===== config.mk =====
export PLATFORM = sky130hd
export DESIGN_NAME = rtc_alarm
export DESIGN_NICKNAME = d
export VERILOG_FILES = /design/src/rtc_pkg.sv /design/src/rtc_alarm.sv
export SDC_FILE = /design/constraint.sdc
export NUM_CORES = 1
export LEC_CHECK = 0
export ABC_AREA = 1
export CAP_MARGIN = 25
export CORE_MARGIN = 2
export CORE_UTILIZATION = 60
export DETAILED_ROUTE_END_ITERATION = 16
export DONT_BUFFER_PORTS = 1
export PLACE_DENSITY = 0.8
export SETUP_SLACK_MARGIN = 0.05
export SLEW_MARGIN = 40
export SYNTH_ARGS = -nofsm -noshare
export SYNTH_HDL_FRONTEND = slang
export SYNTH_SLANG_ARGS = --single-unit

===== constraint.sdc =====
create_clock -name pclk -period 2.69 [get_ports pclk]
set_input_delay 0.538 -clock pclk [delete_from_list [all_inputs] [get_ports pclk]]
set_output_delay 0.538 -clock pclk [all_outputs]
set_load 0.02 [all_outputs]

===== src/rtc_pkg.sv =====
// constants for the calendar alarm comparator
package rtc_pkg;

    // ************************************************************
    // register map
    // ************************************************************
    localparam logic [7:0]  RTC_OFS_CTRL    = 8'h00;
    localparam logic [7:0]  RTC_OFS_INTMASK = 8'h04;
    localparam logic [7:0]  RTC_OFS_FLAG    = 8'h08;
    localparam logic [7:0]  RTC_OFS_MASKSEL = 8'h0c;
    localparam logic [7:0]  RTC_OFS_CLOCK   = 8'h10;
    localparam logic [7:0]  RTC_OFS_SYNC    = 8'h14;
    localparam logic [7:0]  RTC_OFS_ALARM   = 8'h18;

    localparam logic [31:0] RTC_RST_ALARM   = 32'h0000_0000;
    localparam logic [31:0] RTC_RST_CLOCK   = 32'h0000_0000;

    // ************************************************************
    // field positions
    // ************************************************************
    localparam int RTC_CTRL_EN           = 0;
    localparam int RTC_CTRL_CLR_ON_MATCH = 1;
    localparam int RTC_FLAG_ALARM        = 0;
    localparam int RTC_SYNC_ALARM        = 0;
    localparam int RTC_SEL_W             = 3;

    localparam int RTC_YEAR_LSB  = 26;
    localparam int RTC_YEAR_MSB  = 31;
    localparam int RTC_MONTH_LSB = 22;
    localparam int RTC_MONTH_MSB = 25;
    localparam int RTC_DAY_LSB   = 17;
    localparam int RTC_DAY_MSB   = 21;
    localparam int RTC_HOUR_LSB  = 12;
    localparam int RTC_HOUR_MSB  = 16;
    localparam int RTC_MIN_LSB   = 6;
    localparam int RTC_MIN_MSB   = 11;
    localparam int RTC_SEC_LSB   = 0;
    localparam int RTC_SEC_MSB   = 5;

    // field take part when the selection exceeds these; year only when it equals RTC_SEL_YEAR
    localparam logic [2:0] RTC_SEL_YEAR  = 3'h6;
    localparam logic [2:0] RTC_GT_MONTH  = 3'h4;
    localparam logic [2:0] RTC_GT_DAY    = 3'h3;
    localparam logic [2:0] RTC_GT_HOUR   = 3'h2;
    localparam logic [2:0] RTC_GT_MIN    = 3'h1;
    localparam logic [2:0] RTC_GT_SEC    = 3'h0;

    // calendar limits
    localparam logic [5:0] RTC_SEC_MAX   = 6'h3b;
    localparam logic [5:0] RTC_MIN_MAX   = 6'h3b;
    localparam logic [4:0] RTC_HOUR_MAX  = 5'h17;
    localparam logic [4:0] RTC_DAY_MAX   = 5'h1f;
    localparam logic [3:0] RTC_MONTH_MAX = 4'hc;

    // ************************************************************
    // timing
    // ************************************************************
    localparam int RTC_CLK_PERIOD_NS  = 25;
    localparam int RTC_TICK_PERIOD_MS = 1000;
    localparam int RTC_TICK_CYCLES    = RTC_TICK_PERIOD_MS * 1000000 / RTC_CLK_PERIOD_NS;

endpackage : rtc_pkg


===== src/rtc_alarm.sv =====
// calendar counter with alarm comparator behind an apb slave
// Overview of operation
// - alarm value compared continuously with calendar value over enabled fields only
// - on match, alarm flag sets one counter cycle later
// - on match, calendar cleared only when clear-on-match bit is one
// - year bits 31:26 compared only when mask select equals 6
// - month bits 25:22 compared only when mask select above 4
// - day bits 21:17 compared only when mask select above 3
// - hour bits 16:12 compared only when mask select above 2
// - minute bits 11:6 compared only when mask select above 1
// - second bits 5:0 compared when select above 0; zero disables matching
//
// Added by the designer: the APB interface to the registers.
`timescale 1ns/1ps
module rtc_alarm
    import rtc_pkg::*;
#(
    parameter int TICK_CYCLES = RTC_TICK_CYCLES
)(
    input  wire logic        pclk,
    input  wire logic        presetn,
    input  wire logic        psel,
    input  wire logic        penable,
    input  wire logic        pwrite,
    input  wire logic [7:0]  paddr,
    input  wire logic [31:0] pwdata,
    output logic      [31:0] prdata,
    output logic             pready,
    output logic             pslverr,
    output logic             irq
);

    // ************************************************************
    // state
    // ************************************************************
    logic [1:0]           ctrl;
    logic                 int_mask;
    logic                 alarm_match_flag;
    logic [RTC_SEL_W-1:0] alarm_field_mask_select;
    logic [31:0]          calendar;
    logic [31:0]          alarm_zero_calendar_value;
    logic [31:0]          alarm_active;
    logic                 alarm_busy;
    logic                 match_pend;
    logic [31:0]          div_cnt;
    logic                 tick;
    logic [31:0]          care;
    logic                 cmp_hit;
    logic                 wr_en;
    logic                 setup;
    logic                 mapped;
    logic                 stall;
    logic [31:0]          rd_mux;
    logic [31:0]          next_calendar;

    assign setup  = psel && !penable;
    assign wr_en  = psel && penable && pready && pwrite && !pslverr;
    assign stall  = pwrite && paddr == RTC_OFS_ALARM && alarm_busy;
    assign mapped = paddr == RTC_OFS_CTRL || paddr == RTC_OFS_INTMASK
                 || paddr == RTC_OFS_FLAG || paddr == RTC_OFS_MASKSEL
                 || paddr == RTC_OFS_CLOCK || paddr == RTC_OFS_SYNC
                 || paddr == RTC_OFS_ALARM;

    // ************************************************************
    // apb slave
    // ************************************************************
    // one wait state; alarm writes wait while a previous one is in flight
    always_ff @(posedge pclk or negedge presetn)
    begin
        if (!presetn)
        begin
            pready  <= 1'b0;
            pslverr <= 1'b0;
            prdata  <= 32'h0000_0000;
        end
        else
        begin
            pready  <= setup ? 1'b0 : (psel && penable && !pready && !stall);
            pslverr <= psel && penable && !pready && !stall && !mapped;
            if (psel && penable && !pready && !stall)
            begin
                prdata <= (mapped && !pwrite) ? rd_mux : 32'h0000_0000;
            end
        end
    end

    always_comb
    begin
        rd_mux = 32'h0000_0000;
        unique case (paddr)
            RTC_OFS_CTRL:    rd_mux[1:0] = ctrl;
            RTC_OFS_INTMASK: rd_mux[RTC_FLAG_ALARM] = int_mask;
            RTC_OFS_FLAG:    rd_mux[RTC_FLAG_ALARM] = alarm_match_flag;
            RTC_OFS_MASKSEL: rd_mux[RTC_SEL_W-1:0] = alarm_field_mask_select;
            RTC_OFS_CLOCK:   rd_mux = calendar;
            RTC_OFS_SYNC:    rd_mux[RTC_SYNC_ALARM] = alarm_busy;
            RTC_OFS_ALARM:   rd_mux = alarm_zero_calendar_value;
            default:         rd_mux = 32'h0000_0000;
        endcase
    end

    always_ff @(posedge pclk or negedge presetn)
    begin
        if (!presetn)
        begin
            ctrl                    <= 2'h0;
            int_mask                <= 1'b0;
            alarm_field_mask_select <= 3'h0;
        end
        else if (wr_en)
        begin
            if (paddr == RTC_OFS_CTRL)
                ctrl <= pwdata[1:0];
            if (paddr == RTC_OFS_INTMASK)
                int_mask <= pwdata[RTC_FLAG_ALARM];
            if (paddr == RTC_OFS_MASKSEL)
                alarm_field_mask_select <= pwdata[RTC_SEL_W-1:0];
        end
    end

    // ************************************************************
    // counter tick divider
    // ************************************************************
    always_ff @(posedge pclk or negedge presetn)
    begin
        if (!presetn)
        begin
            div_cnt <= 32'h0000_0000;
            tick    <= 1'b0;
        end
        else
        begin
            tick    <= div_cnt == 32'(TICK_CYCLES - 1);
            div_cnt <= (div_cnt == 32'(TICK_CYCLES - 1)) ? 32'h0000_0000 : div_cnt + 32'h1;
        end
    end

    // ************************************************************
    // alarm write synchronisation
    // ************************************************************
    // the comparator sees the new value only at a counter tick
    always_ff @(posedge pclk or negedge presetn)
    begin
        if (!presetn)
        begin
            alarm_zero_calendar_value <= RTC_RST_ALARM;
            alarm_active              <= RTC_RST_ALARM;
            alarm_busy                <= 1'b0;
        end
        else if (wr_en && paddr == RTC_OFS_ALARM)
        begin
            alarm_zero_calendar_value <= pwdata;
            alarm_busy                <= 1'b1;
        end
        else if (tick && alarm_busy)
        begin
            alarm_active <= alarm_zero_calendar_value;
            alarm_busy   <= 1'b0;
        end
    end

    // ************************************************************
    // comparator
    // ************************************************************
    always_comb
    begin
        care = 32'h0000_0000;
        care[RTC_YEAR_MSB:RTC_YEAR_LSB]   = {6{alarm_field_mask_select == RTC_SEL_YEAR}};
        care[RTC_MONTH_MSB:RTC_MONTH_LSB] = {4{alarm_field_mask_select > RTC_GT_MONTH}};
        care[RTC_DAY_MSB:RTC_DAY_LSB]     = {5{alarm_field_mask_select > RTC_GT_DAY}};
        care[RTC_HOUR_MSB:RTC_HOUR_LSB]   = {5{alarm_field_mask_select > RTC_GT_HOUR}};
        care[RTC_MIN_MSB:RTC_MIN_LSB]     = {6{alarm_field_mask_select > RTC_GT_MIN}};
        care[RTC_SEC_MSB:RTC_SEC_LSB]     = {6{alarm_field_mask_select > RTC_GT_SEC}};
    end

    // an all-zero mask would match always, so selection zero is off
    assign cmp_hit = (care != 32'h0000_0000)
                  && ((alarm_active & care) == (calendar & care));

    always_ff @(posedge pclk or negedge presetn)
    begin
        if (!presetn)
            match_pend <= 1'b0;
        else if (tick)
            match_pend <= cmp_hit && ctrl[RTC_CTRL_EN] && !match_pend;
    end

    // set wins over a same-cycle software clear
    always_ff @(posedge pclk or negedge presetn)
    begin
        if (!presetn)
            alarm_match_flag <= 1'b0;
        else if (tick && match_pend)
            alarm_match_flag <= 1'b1;
        else if (wr_en && paddr == RTC_OFS_FLAG && pwdata[RTC_FLAG_ALARM])
            alarm_match_flag <= 1'b0;
    end

    always_ff @(posedge pclk or negedge presetn)
    begin
        if (!presetn)
            irq <= 1'b0;
        else
            irq <= alarm_match_flag && int_mask;
    end

    // ************************************************************
    // calendar counter
    // ************************************************************
    // month length is not tracked; every month runs to day 31
    always_comb
    begin
        next_calendar = calendar;
        if (calendar[RTC_SEC_MSB:RTC_SEC_LSB] < RTC_SEC_MAX)
            next_calendar[RTC_SEC_MSB:RTC_SEC_LSB] = calendar[RTC_SEC_MSB:RTC_SEC_LSB] + 6'h1;
        else
        begin
            next_calendar[RTC_SEC_MSB:RTC_SEC_LSB] = 6'h00;
            if (calendar[RTC_MIN_MSB:RTC_MIN_LSB] < RTC_MIN_MAX)
                next_calendar[RTC_MIN_MSB:RTC_MIN_LSB] = calendar[RTC_MIN_MSB:RTC_MIN_LSB] + 6'h1;
            else
            begin
                next_calendar[RTC_MIN_MSB:RTC_MIN_LSB] = 6'h00;
                if (calendar[RTC_HOUR_MSB:RTC_HOUR_LSB] < RTC_HOUR_MAX)
                    next_calendar[RTC_HOUR_MSB:RTC_HOUR_LSB] =
                        calendar[RTC_HOUR_MSB:RTC_HOUR_LSB] + 5'h1;
                else
                begin
                    next_calendar[RTC_HOUR_MSB:RTC_HOUR_LSB] = 5'h00;
                    if (calendar[RTC_DAY_MSB:RTC_DAY_LSB] < RTC_DAY_MAX)
                        next_calendar[RTC_DAY_MSB:RTC_DAY_LSB] =
                            calendar[RTC_DAY_MSB:RTC_DAY_LSB] + 5'h1;
                    else
                    begin
                        next_calendar[RTC_DAY_MSB:RTC_DAY_LSB] = 5'h01;
                        if (calendar[RTC_MONTH_MSB:RTC_MONTH_LSB] < RTC_MONTH_MAX)
                            next_calendar[RTC_MONTH_MSB:RTC_MONTH_LSB] =
                                calendar[RTC_MONTH_MSB:RTC_MONTH_LSB] + 4'h1;
                        else
                        begin
                            next_calendar[RTC_MONTH_MSB:RTC_MONTH_LSB] = 4'h1;
                            next_calendar[RTC_YEAR_MSB:RTC_YEAR_LSB] =
                                calendar[RTC_YEAR_MSB:RTC_YEAR_LSB] + 6'h1;
                        end
                    end
                end
            end
        end
    end

    always_ff @(posedge pclk or negedge presetn)
    begin
        if (!presetn)
            calendar <= RTC_RST_CLOCK;
        else if (wr_en && paddr == RTC_OFS_CLOCK)
            calendar <= pwdata;
        else if (tick && match_pend && ctrl[RTC_CTRL_CLR_ON_MATCH])
            calendar <= RTC_RST_CLOCK;
        else if (tick && ctrl[RTC_CTRL_EN])
            calendar <= next_calendar;
    end
endmodule : rtc_alarm


==> reports/metrics.cfg <==
[detailed_routing]
finalWirelength_mm = 21.7
vias = 7753
ant_nets = 0
drtPass1Iterations = 5
drc = 0
drt-initial-drc-count = 648
detail_route.wl_per_cell_um = 15.5
via_per_inst = 5.52

[synthesis]
synth_nets = 1266
synth_edf_count = 0
ys_seq_area_frac = 0.470
postSynthAreaPerCell_um2 = 7.59
synthFlopType = dfrtp_1
netlist_instances = 1214
async_flop_share = 1.00
synthDistinctLibCells = 41
ys_ff_latch = 173
syn_area_um2 = 9210
yosysWarnings = 0

[placed_design]
place_congestion = 0.940
hpwl_mm = 15.1
io_buffers = 0
placed_cells = 1372

[layout]
num-nets-final = 1255
num_antenna_cells = 0
fin_cells = 1404
drive_above_1_share = 0.0526
area_growth_pct = 7.32
n_fill_cell = 1311
layout_commonest_cell = nand2_1
final_cell_mix = nand2_1, dfrtp_1, inv_1, nor2_1, o21ai_0
seq_area_um2 = 4330
multiInputGateArea_um2 = 4050
finish.utilization = 0.655

[setup_path]
start_kind = flip-flop
worstPathArrival_ns = 2.45
crit_chain = nand3_1 > nor2_2 > nand3_4 > nand2_2 > nor2_1 > inv_1 > nand3_2 > nand2_1 > o21ai_1
critPathKind = reg -> reg
r2r_cells = 9
critPathMaxFanout = 17
max_stage_delay_ns = 0.49
endpoint_kind = flip-flop
slowest_stage = dfrtp_1
cp.required_ns = 3.01

[floorplanning]
io_pins = 80
coreArea_um2 = 15100
die_w_um = 128
die_h_um = 128
rows = 45
die_area_um2 = 16400
start_util = 0.610

[sta]
setup_viol = 0
min_period_over_period = 0.792
timing.hold.ws_ns = -0.193
maxSlewHeadroom = 0.556
tightest_slew_ns = 0.667
skew_ns = 0.00839
rsz0062_at_grt = no
slew_violations = 0
hold_viol_final = 173
fin_crit_ns = 2.13
fin_setup_tns_ns = 0
max_freq_mhz = 469

[clocking]
htree_levels = 4
cts_buffer_depth = 2
cts.clk_slew.worst_paths_ns = 0.06
cts.sinks = 173
cts-resized-gates = 0
cts_made_buffers = 17
cts_tree = built
cts_root_buf = clkbuf_16
cts_setup_buffers = 0
clk_latency_ns = 0.43

[flow_run]
max-cap-violations = 0

[min_path]
hold_path_class = in -> async

[global_route]
grt_pass1_vias = 7241
antenna_found_initial = 0
grt_max_degree = 174
grt_overflow = 0
grt_pass1_wl_mm = 35.7
grt_use_total = 0.277

[power]
ir_drop_mv = 0.481
powerDensity_nw_per_um2 = 532
p_leak_nw = 4.87

[status]
status = finished with violations
failed_checks = negative hold slack

## metrics by stage
stage          cell area [µm²]  setup slack, ns  power (W)
2_1_floorplan             9210            0.863    0.00270
3_3_place_gp              9260            0.478    0.00271
3_5_place_dp              9260            0.438    0.00272
4_1_cts                   9880            0.561    0.00528
5_1_grt                   9880            0.335    0.00540
6_report                  9880            0.558    0.00526
## logic make-up after synthesis
group                      Yosys count  share of synthesized area
AOI/OAI and AO/OA                  184                      0.106
xor gates and xnor gates            57                     0.0542
adders and majority gates            7                    0.00951
buffers and inverters              192                     0.0904
DFF                                173                      0.470
and+or+nand+nor                    601                      0.270
## synthesized netlist by cell type, types with 2 or more instances
cell type / count / area (µm²)
nor2_1: 113 / 424
nand2_1: 387 / 1450
and2_1: 2 / 12.5
dfrtp_1: 173 / 4330
a21boi_0: 4 / 30.0
xnor2_1: 22 / 193
nor3_1: 21 / 105
nor2_2: 2 / 12.5
a31oi_1: 4 / 25.0
nor4_1: 7 / 43.8
buf_6: 10 / 113
o211ai_1: 4 / 30.0
ha_1: 7 / 87.6
buf_2: 14 / 70.1
o21ai_0: 109 / 546
o22ai_1: 2 / 12.5
clkbuf_1: 11 / 41.3
a21oi_1: 34 / 170
nand3_1: 41 / 205
nand3_4: 2 / 35.0
buf_4: 5 / 37.5
nand4_1: 16 / 100
nand2_4: 2 / 22.5
inv_1: 146 / 548
nand3_2: 2 / 20.0
xor2_1: 35 / 307
o21ai_1: 21 / 105
inv_2: 5 / 18.8
## state kept, by name, summed over array words and instances, names as in the netlist
signal / count
alarm_active: 32
match_pend: 1
calendar: 32
alarm_zero_calendar_value: 32
prdata: 32
alarm_field_mask_select: 3
int_mask: 1
irq: 1
ctrl: 2
pready: 1
alarm_match_flag: 1
alarm_busy: 1
pslverr: 1
tick: 1
div_cnt: 32
## routing by layer
| metal | vias up | share of wire | global-route usage |
|---|---|---|---|
| met5 | - | 0 | 0 |
| met4 | 0 | 0.024 | 0.0944 |
| met3 | 44 | 0.074 | 0.0593 |
| met2 | 274 | 0.47 | 0.443 |
| met1 | 3639 | 0.44 | 0.379 |
| li1 | 3796 | - | - |
## path summary, 6_finish.rpt
check	from	to	slack, ns
worst min-delay path	presetn	prdata[2]	-0.19
min in group pclk	pwdata[0]	int_mask	0.24
worst min register to register	int_mask	irq	0.47
worst max register to register	pready	calendar[24]	0.56
max in group asynchronous	presetn	div_cnt[6]	2.56
worst max-delay path	pready	calendar[24]	0.56
## area by class of cell
type                    instances  area share
clock inverters                12      0.0161
flip-flops and latches        173       0.438
well taps                     188      0.0238
inverters                     152      0.0577
multi-input cells             849       0.410
clock buffers                  20      0.0472
repair buffers                 10     0.00760
## power breakdown
group | switching [W] | internal, W | leakage, nW
registers | 0.00000637 | 0.00261 | 2.23
clock network | 0.00105 | 0.00154 | 0.303
logic | 0.0000437 | 0.0000126 | 2.33
## worst max-delay path, delay by kind of cell, from the launching register on
family	cells	cell delay (ns)
flip-flops	1	0.49
buffers and inverters	1	0.08
AND/OR/NAND/NOR	7	1.36
AO/OA/AOI/OAI	1	0.06
Power figures use the tool's default switching activity.
